**src/charge_supervisor_cfg.svh**
```systemverilog
/*
 * Constants for the charge supervisor: timing counts, selector codes,
 * thermal fold step count.
 * Assumes a 100 MHz ref_clk; included by bare name.
 */
`ifndef CHARGE_SUPERVISOR_CFG_SVH
`define CHARGE_SUPERVISOR_CFG_SVH

`define CLK_PERIOD_NS       10
`define TICK_PERIOD_NS      1000000
`define TICK_CYCLES         (`TICK_PERIOD_NS / `CLK_PERIOD_NS)
`define SAFETY_HOURS        6
`define SAFETY_TICKS        (`SAFETY_HOURS * 3600 * 1000)
`define TICK_CNT_W          17
`define SAFETY_CNT_W        25
`define SEL_NORMAL          2'h0
`define SEL_HALF_CURRENT    2'h1
`define SEL_LOW_VREG        2'h2
`define SEL_SUSPEND         2'h3
`define FOLD_STEPS          4'hA
`define VREG_DROP_MV        8'h8C
`define REDUCED_VREG_MV     13'hFDC

`endif

```
**src/charge_supervisor_pkg.sv**
```systemverilog
/*
 * Types shared by the charge supervisor modules.
 * Assumes nothing beyond the cfg header.
 */
package charge_supervisor_pkg;
   typedef enum logic [1:0] {
      ZONE_NORMAL = 2'b00,
      ZONE_WARM   = 2'b01,
      ZONE_COOL   = 2'b10,
      ZONE_HALT   = 2'b11
   } zone_t;

   typedef enum logic [1:0] {
      CHG_IDLE    = 2'b00,
      CHG_RUN     = 2'b01,
      CHG_DONE    = 2'b10,
      CHG_FAULT   = 2'b11
   } chg_state_t;
endpackage

```
**src/timer_ctl_if.sv**
```systemverilog
/*
 * Interface between the supervisor core and its safety timer.
 * Assumes both ends share ref_clk.
 */
`timescale 1ns/1ns
interface timer_ctl_if;
   logic run;
   logic slow;
   logic clear;
   logic expired;
   modport core  (output run, output slow, output clear, input expired);
   modport timer (input run, input slow, input clear, output expired);
endinterface

```
**src/safety_timer.sv**
```systemverilog
/*
 * Safety timer with prescaler and half-rate counting.
 * Assumes ref_clk at 100 MHz and synchronous active-high reset.
 */
`timescale 1ns/1ns
`include "charge_supervisor_cfg.svh"
module safety_timer #(
   parameter int unsigned TICK_CYCLES  = `TICK_CYCLES,
   parameter int unsigned SAFETY_TICKS = `SAFETY_TICKS
) (
   input wire logic ref_clk,
   input wire logic reset,
   timer_ctl_if.timer ctl
);
   logic [`TICK_CNT_W-1:0]   preCnt_q;
   logic                     tick_q;
   logic                     halfPhase_q;
   logic [`SAFETY_CNT_W-1:0] count_q;
   logic                     expired_q;

   always_ff @(posedge ref_clk) begin
      if (reset || ctl.clear || !ctl.run) begin
         preCnt_q <= '0;
         tick_q   <= 1'b0;
      end else if (preCnt_q == `TICK_CNT_W'(TICK_CYCLES - 1)) begin
         preCnt_q <= '0;
         tick_q   <= 1'b1;
      end else begin
         preCnt_q <= preCnt_q + 1'b1;
         tick_q   <= 1'b0;
      end
   end

   // Slowed counting advances on every second tick only.
   always_ff @(posedge ref_clk) begin
      if (reset || ctl.clear) begin
         halfPhase_q <= 1'b0;
      end else if (tick_q && ctl.run && ctl.slow) begin
         halfPhase_q <= ~halfPhase_q;
      end
   end

   always_ff @(posedge ref_clk) begin
      if (reset || ctl.clear) begin
         count_q   <= '0;
         expired_q <= 1'b0;
      end else if (tick_q && ctl.run && (!ctl.slow || halfPhase_q)) begin
         if (count_q == `SAFETY_CNT_W'(SAFETY_TICKS - 1)) begin
            expired_q <= 1'b1;
         end else begin
            count_q <= count_q + 1'b1;
         end
      end
   end

   assign ctl.expired = expired_q;

   chk_clear_zeroes: assert property (@(posedge ref_clk) disable iff (reset)
      ctl.clear |=> (count_q == '0) && !expired_q)
      else $error("timer not cleared");
   chk_slow_hold: assert property (@(posedge ref_clk) disable iff (reset)
      (tick_q && ctl.run && ctl.slow && !halfPhase_q && !ctl.clear)
      |=> $stable(count_q))
      else $error("slow timer advanced on odd tick");
endmodule

```
**src/charge_supervisor.sv**
```systemverilog
/*
 * Charge supervisor top: discharge gate, safety timer control, selector
 * decode, thermistor zones, driver regulator and thermal handling.
 * Assumes comparator and selector inputs synchronous to ref_clk.
 */
// Notes on behaviour
// - Gate on when no valid supply.
// - Gate on in high-impedance mode.
// - Start six hour timer at charge start.
// - Expiry ends charge, opens FET, faults.
// - Fault clears only when charging resumes; code also clears it on entering high-impedance mode.
// - Timer half rate under slowdown conditions.
// - POR, battery swap, selector toggle zero timer.
// - Thermal shutdown zeroes the timer.
// - Driver regulator on with supply, off otherwise; code also turns it off in thermal shutdown.
// - Selector codes: normal, half, 4.06V, suspend.
// - Selector suspend keeps buck running.
// - Hot or cold zone suspends charge, timers.
// - Warm zone lowers regulation 140 mV.
// - Cool zone halves charge current.
// - Thermal regulation folds current to zero.
// - Shutdown temperature stops charge and buck.
// - Restart after cooling below shutdown hysteresis.
// - High-impedance mode shuts down buck.
`timescale 1ns/1ns
`include "charge_supervisor_cfg.svh"
module charge_supervisor #(
   parameter int unsigned TICK_CYCLES  = `TICK_CYCLES,
   parameter int unsigned SAFETY_TICKS = `SAFETY_TICKS,
   parameter bit          TS_PRESENT   = 1'b1,
   parameter bit          FOUR_ZONE    = 1'b1
) (
   // Clock and reset.
   input  wire logic       ref_clk,
   input  wire logic       reset,
   // Host selectors and USB limit selects.
   input  wire logic       selector_a,
   input  wire logic       selector_b,
   input  wire logic       usb_limit_sel0,
   input  wire logic       usb_limit_sel1,
   input  wire logic       usb_limit_sel2,
   // Supply and battery comparators.
   input  wire logic       supplyValid,
   input  wire logic       supplyAboveUvlo,
   input  wire logic       supplyAboveSleep,
   input  wire logic       supplyPor,
   input  wire logic       batteryPresent,
   input  wire logic       batteryBelowShort,
   input  wire logic       chargeTerminated,
   // Thermistor comparators, high when beyond each level.
   input  wire logic       beyondHot,
   input  wire logic       beyondWarm,
   input  wire logic       beyondCool,
   input  wire logic       beyondCold,
   // Loop and thermal comparators.
   input  wire logic       loadLimiting,
   input  wire logic       inputCurrentLimiting,
   input  wire logic       inputVoltageLoop,
   input  wire logic       aboveRegThreshold,
   input  wire logic       aboveShutdown,
   input  wire logic       belowRestart,
   input  wire logic       fastCharge,
   // Control outputs.
   output logic            discharge_gate_drive,
   output logic            driver_regulator,
   output logic            buckEnable,
   output logic            chargeEnable,
   output logic            batteryFetOn,
   output logic            timerFault,
   output logic            halfCurrent,
   output logic            lowVreg,
   output logic            warmVregDrop,
   output logic [3:0]      currentFoldStep
);
   import charge_supervisor_pkg::*;

   timer_ctl_if tctl ();

   safety_timer #(
      .TICK_CYCLES  (TICK_CYCLES),
      .SAFETY_TICKS (SAFETY_TICKS)
   ) u_timer (
      .ref_clk (ref_clk),
      .reset   (reset),
      .ctl     (tctl)
   );

   logic [1:0]  selPrev_q;
   logic        hizPrev_q;
   logic        batPrev_q;
   logic        thermShut_q;
   chg_state_t  state_q;
   chg_state_t  state_d;
   logic [3:0]  fold_q;
   logic [2:0]  foldDiv_q;

   wire logic [1:0] selCode = {selector_a, selector_b};
   wire logic       hiZ = usb_limit_sel0 & usb_limit_sel1 & usb_limit_sel2;
   wire logic       selToggle = (selCode != selPrev_q);
   wire logic       hizToggle = (hiZ != hizPrev_q);
   wire logic       batReinsert = batteryPresent & ~batPrev_q;

   function automatic zone_t zone_of(input logic hot, input logic warm,
                                     input logic cool, input logic cold);
      if (hot || cold) begin
         return ZONE_HALT;
      end else if (warm) begin
         return ZONE_WARM;
      end else if (cool) begin
         return ZONE_COOL;
      end
      return ZONE_NORMAL;
   endfunction

   wire zone_t zone = !TS_PRESENT ? ZONE_NORMAL :
      zone_of(beyondHot, FOUR_ZONE & beyondWarm,
              FOUR_ZONE & beyondCool, beyondCold);

   wire logic selSuspend = (selCode == `SEL_SUSPEND);
   wire logic zoneHalt   = (zone == ZONE_HALT);
   wire logic suspend    = selSuspend | zoneHalt | thermShut_q;
   wire logic restartEvt = supplyPor | batReinsert | selToggle | hizToggle;

   always_ff @(posedge ref_clk) begin
      if (reset) begin
         selPrev_q <= 2'h0;
         hizPrev_q <= 1'b0;
         batPrev_q <= 1'b0;
      end else begin
         selPrev_q <= selCode;
         hizPrev_q <= hiZ;
         batPrev_q <= batteryPresent;
      end
   end

   // Shutdown latches until the die has cooled by the hysteresis.
   always_ff @(posedge ref_clk) begin
      if (reset) begin
         thermShut_q <= 1'b0;
      end else if (aboveShutdown) begin
         thermShut_q <= 1'b1;
      end else if (belowRestart) begin
         thermShut_q <= 1'b0;
      end
   end

   always_comb begin
      state_d = state_q;
      unique case (state_q)
         CHG_IDLE: begin
            if (supplyValid && !hiZ && batteryPresent) begin
               state_d = CHG_RUN;
            end
         end
         CHG_RUN: begin
            if (tctl.expired) begin
               state_d = CHG_FAULT;
            end else if (chargeTerminated) begin
               state_d = CHG_DONE;
            end
         end
         CHG_DONE: begin
            if (restartEvt) begin
               state_d = CHG_IDLE;
            end
         end
         CHG_FAULT: begin
            if (restartEvt) begin
               state_d = CHG_IDLE;
            end
         end
      endcase
      if (!supplyValid || hiZ || thermShut_q) begin
         if (state_q != CHG_FAULT) begin
            state_d = CHG_IDLE;
         end
      end
      if (hiZ || supplyPor || batReinsert) begin
         state_d = CHG_IDLE;
      end
   end

   always_ff @(posedge ref_clk) begin
      if (reset) begin
         state_q <= CHG_IDLE;
      end else begin
         state_q <= state_d;
      end
   end

   // Timer runs only in CHG_RUN, selector suspend included; a zone halt freezes it, thermal shutdown clears it.
   assign tctl.run = (state_q == CHG_RUN) && !zoneHalt;
   assign tctl.clear = restartEvt || thermShut_q ||
                       (state_q == CHG_IDLE);
   assign tctl.slow = fastCharge && (loadLimiting || inputCurrentLimiting ||
      inputVoltageLoop || aboveRegThreshold || selCode != `SEL_NORMAL ||
      batteryBelowShort || zone == ZONE_WARM || beyondCold);

   // Fold current one step per 8 cycles (80 ns) above the regulation threshold.
   always_ff @(posedge ref_clk) begin
      if (reset) begin
         foldDiv_q <= 3'h0;
         fold_q    <= 4'h0;
      end else begin
         foldDiv_q <= foldDiv_q + 3'h1;
         if (foldDiv_q == 3'h0) begin
            if (aboveRegThreshold && fold_q != `FOLD_STEPS) begin
               fold_q <= fold_q + 4'h1;
            end else if (!aboveRegThreshold && fold_q != 4'h0) begin
               fold_q <= fold_q - 4'h1;
            end
         end
      end
   end

   always_ff @(posedge ref_clk) begin
      if (reset) begin
         discharge_gate_drive <= 1'b1;
         driver_regulator     <= 1'b0;
         buckEnable           <= 1'b0;
      end else begin
         discharge_gate_drive <= !supplyValid || hiZ;
         driver_regulator <= supplyAboveUvlo && supplyAboveSleep &&
                             !thermShut_q;
         // Selector suspend leaves the buck alone.
         buckEnable <= supplyValid && !hiZ && !thermShut_q;
      end
   end

   always_ff @(posedge ref_clk) begin
      if (reset) begin
         chargeEnable    <= 1'b0;
         batteryFetOn    <= 1'b1;
         timerFault      <= 1'b0;
         halfCurrent     <= 1'b0;
         lowVreg         <= 1'b0;
         warmVregDrop    <= 1'b0;
         currentFoldStep <= 4'h0;
      end else begin
         chargeEnable    <= (state_q == CHG_RUN) && !suspend;
         batteryFetOn    <= (state_q != CHG_FAULT);
         timerFault      <= (state_q == CHG_FAULT);
         halfCurrent     <= !suspend && (selCode == `SEL_HALF_CURRENT ||
                            zone == ZONE_COOL);
         lowVreg         <= !suspend && selCode == `SEL_LOW_VREG;
         warmVregDrop    <= !suspend && zone == ZONE_WARM;
         currentFoldStep <= fold_q;
      end
   end

   chk_gate_on: assert property (@(posedge ref_clk) disable iff (reset)
      (!supplyValid || hiZ) |=> discharge_gate_drive)
      else $error("gate off without supply");
   chk_hiz_buck: assert property (@(posedge ref_clk) disable iff (reset)
      hiZ |=> !buckEnable && discharge_gate_drive)
      else $error("buck on in high impedance");
   chk_expiry_fault: assert property (@(posedge ref_clk) disable iff (reset)
      (state_q == CHG_RUN && tctl.expired && !restartEvt && !hiZ &&
       supplyValid && !thermShut_q)
      |=> ##1 timerFault && !batteryFetOn)
      else $error("expiry did not fault");
   chk_fault_hold: assert property (@(posedge ref_clk) disable iff (reset)
      (state_q == CHG_FAULT && !restartEvt && !hiZ && !supplyPor)
      |=> state_q == CHG_FAULT)
      else $error("fault cleared without resume");
   chk_drv_off: assert property (@(posedge ref_clk) disable iff (reset)
      (!supplyAboveUvlo || !supplyAboveSleep || thermShut_q)
      |=> !driver_regulator)
      else $error("driver regulator left on");
   chk_suspend_wins: assert property (@(posedge ref_clk) disable iff (reset)
      selSuspend |=> !chargeEnable && !halfCurrent && !lowVreg)
      else $error("suspend did not win");
   chk_therm_stop: assert property (@(posedge ref_clk) disable iff (reset)
      aboveShutdown |=> ##1 !buckEnable && !chargeEnable)
      else $error("shutdown left buck running");
   chk_fold_limit: assert property (@(posedge ref_clk) disable iff (reset)
      fold_q <= `FOLD_STEPS)
      else $error("fold beyond zero current");
endmodule

```
**config.mk**
```make
export PLATFORM = sky130hd
export DESIGN_NAME = charge_supervisor
export DESIGN_NICKNAME = d
export VERILOG_FILES = /design/src/charge_supervisor_pkg.sv /design/src/timer_ctl_if.sv /design/src/safety_timer.sv /design/src/charge_supervisor.sv
export VERILOG_INCLUDE_DIRS = /design/src
export SDC_FILE = /design/constraint.sdc
export NUM_CORES = 1
export LEC_CHECK = 0
export ABC_AREA = 1
export BUFFER_PORTS_ARGS = -buffer_cell sky130_fd_sc_hd__buf_2
export CORE_MARGIN = 2
export CORE_UTILIZATION = 40
export DETAILED_ROUTE_END_ITERATION = 6
export SYNTH_ARGS = -nofsm -noshare
export SYNTH_HDL_FRONTEND = slang
export SYNTH_SLANG_ARGS = --single-unit
```
**constraint.sdc**
```tcl
create_clock -name ref_clk -period 5.08 [get_ports ref_clk]
set_clock_uncertainty 0.2 [all_clocks]
set_input_delay 0.254 -clock ref_clk [delete_from_list [all_inputs] [get_ports ref_clk]]
set_output_delay 0.254 -clock ref_clk [all_outputs]
set_load 0.02 [all_outputs]
```
==> results of run 1 <==
[registers in the layout, indices dropped and copies added, names as in the netlist, 2 cells and up]
| name | count |
|---|---|
| u_timer.count_q | 25 |
| u_timer.preCnt_q | 17 |
| fold_q | 4 |
| selPrev_q | 2 |
| state_q | 2 |
| currentFoldStep | 4 |
| foldDiv_q | 3 |
[routing by layer]
metal	GRT usage	vias to the layer above	routed length, µm
met1	0.212	1517	3740
li1	-	1785	-
met2	0.286	52	3730
met3	0.0506	8	321
met4	0.0590	0	99
met5	0	-	0
[cells in the mapped netlist, drive strengths merged]
cell	instances
a21o	1
a21oi	19
a31oi	1
buf	9
clkbuf	1
dfxtp	72
fa	1
ha	6
inv	80
nand2	141
nand3	33
nand3b	3
nand4	15
nor2	121
nor3	8
nor3b	2
nor4	1
o211ai	1
o21ai	13
o21bai	2
o31ai	1
or2	1
xnor2	6
xor2	9
[cell usage in the layout, fill, tap and decap left out, types with 7 or more instances in the layout]
cell and count:
clkbuf_8 9, nor2_1 112, o21ai_0 7, nand2_1 135
nor3_1 7, nand3_1 31, a21oi_1 17, buf_2 37
xor2_1 9, dlygate4sd3_1 10, nand4_1 15, dfxtp_1 72
inv_1 77
[logic make-up after synthesis]
| kind of cell | synth area share |
|---|---|
| buf+inv | 0.0995 |
| simple gates | 0.387 |
| xor+xnor | 0.0359 |
| flops | 0.394 |
| fa+ha+maj | 0.0260 |
| compound gates | 0.0578 |
[stage by stage]
step	area, µm²	hold WS [ns]	total power [mW]	std cells
global route	4230	0.0124	1.27	708
finish	4230	0.0209	1.21	708
detailed placement	3920	0.244	0.710	682
floorplan	3660	0.133	0.677	547
global placement	3920	0.231	0.708	682
CTS	4230	0.00441	1.22	708
[worst max-delay path: stages]
cell	delay [ns]
dlygate4sd3_1	0.54
buf_2	0.14
inv_1	0.06
nor2_1	0.04
nor2_1	0.12
nand2_1	0.07
nor2_1	0.16
nand2_1	0.09
inv_1	0.08
nand2_2	0.24
inv_1	0.39
o21ai_0	0.16
nor2_1	0.10
[final timing paths]
kind | slack [ns] | end | start
min | 0.02 | u_timer.halfPhase_q$_SDFFE_PP0P_ | fastCharge
min reg2reg | 0.25 | u_timer.preCnt_q[0]$_SDFF_PP0_ | u_timer.preCnt_q[0]$_SDFF_PP0_
max | 2.72 | u_timer.count_q[10]$_SDFFE_PP0P_ | batteryPresent
max reg2reg | 2.83 | u_timer.count_q[2]$_SDFFE_PP0P_ | state_q[0]$_SDFF_PP0_
[layout make-up]
type | instances | area [µm²] | area share
repair buffers | 47 | 285 | 0.0674
multi-input cells | 385 | 1850 | 0.438
clock inverters | 6 | 90.1 | 0.0213
well taps | 108 | 135 | 0.0319
flip-flops and latches | 72 | 1440 | 0.340
clock buffers | 10 | 128 | 0.0301
inverters | 80 | 300 | 0.0709
[power breakdown]
group | internal [mW] | switching (mW)
Combinational | 0.0449 | 0.0622
Clock | 0.280 | 0.227
Sequential | 0.583 | 0.0131
==> flow_metrics.py, run 1 <==
metrics = {
    "synthesis": {
        "synth_area_per_cell_um2": 6.69,
        "syn_area_um2": 3660,
        "syn_nets": 579,
        "yosys-top-cells-area": "dfxtp_1 (39%), nand2_1 (14%), nor2_1 (11%), inv_1 (7.9%), nand3_1 (4.2%)",
        "yosys_register_bits": 72,
        "synth_top_cell_area_share": 0.394,
        "synth_cells": 547,
        "netlist.top_cell.by_area": "dfxtp_1",
        "synth_cell_types": 36,
        "synth.yosys.warnings": 0,
        "ys_seq_area_frac": 0.394,
    },
    "drt": {
        "detail_route.drc_violations": 0,
        "vias_per_cell": 4.75,
        "ant_nets": 0,
        "drt_iter0_drc": 120,
        "dr_total_vias": 3362,
        "dr.pass1.iters": 4,
        "drt-total-wl_mm": 7.89,
        "wl_per_cell_um": 11.1,
    },
    "cts": {
        "htreeDepth": 3,
        "clockRootBuffer": "clkbuf_8",
        "clk_latency_ns": 0.34,
        "postCtsHoldBufs": 10,
        "cts_tree": "built",
        "cts_resized": 0,
        "cts_made_buffers": 9,
        "clk_pin_slew_ns": 0.08,
        "numClockSinks": 72,
        "cts_setup_buffers": 0,
        "cts.path.max_buffers": 2,
    },
    "sta": {
        "fmax_mhz": 423,
        "period_share": 0.465,
        "rsz0062_at_grt": "no",
        "period_needed_ns": 2.36,
        "final_hold_viol_count": 0,
        "slew_viol_final": 0,
        "setup-tns-final_ns": 0,
        "setup_viol": 0,
        "worst_slack_ns": 2.72,
        "maxSlewHeadroom": 0.590,
        "tightestPinTransition_ns": 0.614,
    },
    "cells_and_area": {
        "syn_to_final_growth_pct": 15.7,
        "nNetsFinal": 627,
        "n_antenna_cell": 0,
        "final_util": 0.481,
        "layout-drive-gt1-share": 0.127,
        "num-fill-cells": 890,
    },
    "worst_setup_path": {
        "cp-end-kind": "register",
        "timing.reg2reg.worst_path_depth": 6,
        "worst_setup_path_start_kind": "input port",
        "criticalPathCategory": "input port to register",
        "required_ns": 5.16,
        "worstPathMaxFanout": 17,
        "crit_arrival_ns": 2.45,
    },
    "worst_hold_path": {
        "hold_class": "input port to register",
        "hold_depth": 3,
    },
    "global_routing": {
        "grt_pass1_wl_mm": 13.9,
        "grt_start_max_net_pins": 18,
        "grt_usage": 0.172,
        "grt_pass1_vias": 3254,
        "grt-ovfl-total": 0,
        "antenna_found_initial": 0,
    },
    "pwr": {
        "max-vdd-ir-drop_v": 0.000210,
        "p_leak_nw": 1.69,
        "power_density_nw_per_um2": 286,
    },
    "die": {
        "die_area_um2": 9930,
        "initial_core_util": 0.416,
        "dieWidth_um": 99.7,
        "rows": 34,
        "dieHeight_um": 99.7,
        "coreArea_um2": 8810,
        "ioPinCount": 38,
    },
    "placed_design": {
        "io_buffers": 37,
        "dp_hpwl_mm": 5.84,
        "gp_congestion": 0.851,
        "preCtsSetupSlack_ns": 2.73,
    },
    "flow_run": {
        "cap_violations": 0,
    },
    "status": {
        "outcome": "finished clean",
    },
}
Note: power is estimated with default switching activity, not from simulation.
==> inputs of run 2 (changes only) <==
==> constraint.sdc (replaced) <==
create_clock -name ref_clk -period 1.95 [get_ports ref_clk]
set_clock_uncertainty 0.2 [all_clocks]
set_input_delay 0.0975 -clock ref_clk [delete_from_list [all_inputs] [get_ports ref_clk]]
set_output_delay 0.0975 -clock ref_clk [all_outputs]
set_load 0.02 [all_outputs]
==> flow_metrics.py, run 2 (synthesis gave the netlist of run 1 again) <==
metrics = {
    "status": {
        "outcome": "finished clean",
    },
    "cells_and_area": {
        "num-fill-cells": 889,
        "final_cells": 734,
        "top_regs": "u_timer.count_q x25, u_timer.preCnt_q x17",
        "largest_register_ffs": 25,
        "nNetsFinal": 654,
        "layout_commonest_cell": "nand2_1",
        "final_cell_mix": "nand2_1 (134), nor2_1 (104), inv_1 (77)",
        "largest-register": "u_timer.count_q",
        "syn_to_final_growth_pct": 23.7,
        "n_antenna_cell": 0,
        "layout-drive-gt1-share": 0.171,
    },
    "global_routing": {
        "grt_usage": 0.176,
        "grt_pass1_vias": 3299,
        "antenna_found_initial": 0,
        "grt_start_max_net_pins": 17,
        "grt-ovfl-total": 0,
        "grt_pass1_wl_mm": 14.3,
    },
    "die": {
        "dieHeight_um": 99.7,
        "rows": 34,
        "coreArea_um2": 8810,
        "initial_core_util": 0.416,
        "dieWidth_um": 99.7,
        "die_area_um2": 9930,
        "ioPinCount": 38,
    },
    "cts": {
        "numClockSinks": 72,
        "cts_tree": "built",
        "clockRootBuffer": "clkbuf_8",
        "cts.path.max_buffers": 2,
        "htreeDepth": 3,
        "clk_pin_slew_ns": 0.08,
        "cts_made_buffers": 9,
        "clk_latency_ns": 0.34,
    },
    "worst_setup_path": {
        "required_ns": 2.03,
        "cp-end-kind": "register",
        "worst_setup_path_start_kind": "input port",
        "crit_arrival_ns": 1.99,
        "path_cells": "dlygate4sd3_1 -> clkbuf_4 -> inv_2 -> nand2_1 -> buf_4 -> nor4_1 -> dlygate4sd3_1",
        "worstPathMaxFanout": 16,
        "crit_top_cell": "dlygate4sd3_1",
        "slowest_delay_ns": 0.57,
        "criticalPathCategory": "input port to register",
        "slowest_stage": "dlygate4sd3_1",
    },
    "sta": {
        "whs_ns": 0.0332,
        "rsz0062_at_grt": "yes",
        "final_hold_viol_count": 0,
        "slew_viol_final": 0,
        "period_needed_ns": 1.91,
        "worst_slack_ns": 0.0430,
        "fmax_mhz": 524,
        "period_share": 0.978,
        "maxSlewHeadroom": 0.691,
        "tightestPinTransition_ns": 0.459,
        "setup_viol": 0,
    },
    "placed_design": {
        "place_inst": 698,
        "gp_congestion": 0.884,
        "io_buffers": 37,
        "preCtsSetupSlack_ns": -0.00202,
        "dp_hpwl_mm": 5.93,
    },
    "flow_run": {
        "cap_violations": 0,
    },
    "drt": {
        "dr_total_vias": 3421,
        "drt-total-wl_mm": 8.00,
        "wl_per_cell_um": 10.9,
        "drt_iter0_drc": 87,
        "vias_per_cell": 4.66,
        "ant_nets": 0,
        "dr.pass1.iters": 5,
        "detail_route.drc_violations": 0,
    },
    "pwr": {
        "power_density_nw_per_um2": 703,
        "p_leak_nw": 1.83,
        "max-vdd-ir-drop_v": 0.000427,
    },
    "worst_hold_path": {
        "hold_class": "input port to register",
    },
}
==> run 2: cell count changes in the layout (fill, tap and decap cells not counted), moves of 3 or more <==
cell,delta
nor2_1,-8
dfxtp_1,-3
dfxtp_2,+3
dlygate4sd3_1,+10
buf_4,+17
nor2_2,+6
==> run 2: area by class of cell <==
class                      instances  area, µm²  area share
sequential                        72       1450       0.319
clock inverter                     5       81.3      0.0180
multi-input combinational        385       1910       0.422
timing repair buffer              74        515       0.114
inverter                          80        300      0.0663
tap                              108        135      0.0298
clock buffer                      10        138      0.0304
==> run 2: worst paths after layout <==
kind,from,endpoint,slack (ns),cells after the start
hold / removal,usb_limit_sel0,buckEnable$_SDFF_PP0_,0.03,4
hold reg to reg,u_timer.preCnt_q[0]$_SDFF_PP0_,u_timer.preCnt_q[0]$_SDFF_PP0_,0.26,1
setup / recovery,reset,lowVreg$_SDFF_PP0_,0.04,7
setup reg to reg,u_timer.count_q[0]$_SDFFE_PP0P_,u_timer.count_q[11]$_SDFFE_PP0P_,0.13,10
==> run 2: per-layer routing <==
layer,vias to the layer above,wire length [µm],track usage
met5,-,0,0
li1,1844,-,-
met4,0,80,0.0474
met2,38,3740,0.298
met1,1532,3900,0.218
met3,7,291,0.0506
==> run 2: worst max-delay path, delay by kind of cell <==
family | cells | cell delay (ns)
and+or+nand+nor | 2 | 0.28
buffers and inverters | 5 | 1.62
==> run 2: power breakdown <==
group / internal [mW] / leakage (nW) / switching, mW
clock: 0.748 / 0.108 / 0.551
sequential: 1.52 / 0.585 / 0.0312
combinational: 0.156 / 1.14 / 0.179
==> run 2: metrics by stage <==
step / utilization / TNS [ns] / instance area, µm² / power (mW)
CTS: 0.507 / 0 / 4470 / 3.22
global route: 0.514 / -0.0455 / 4530 / 3.36
floorplan: - / 0 / 3660 / 1.76
finish: 0.514 / 0 / 4530 / 3.19
global placement: 0.458 / 0 / 4040 / 1.87
detailed placement: 0.458 / -0.00202 / 4040 / 1.87
==> run 2: repair_timing <==
action / 4_1_cts / 5_1_grt
buffers inserted: 0 / 1
hold buffers: 21 / 0
endpoints found under the hold margin: 24 / 0
resized for setup: 1 / 20
cloned: 0 / 0
setup endpoints to repair: 1 / 32
pin swaps: 0 / 1
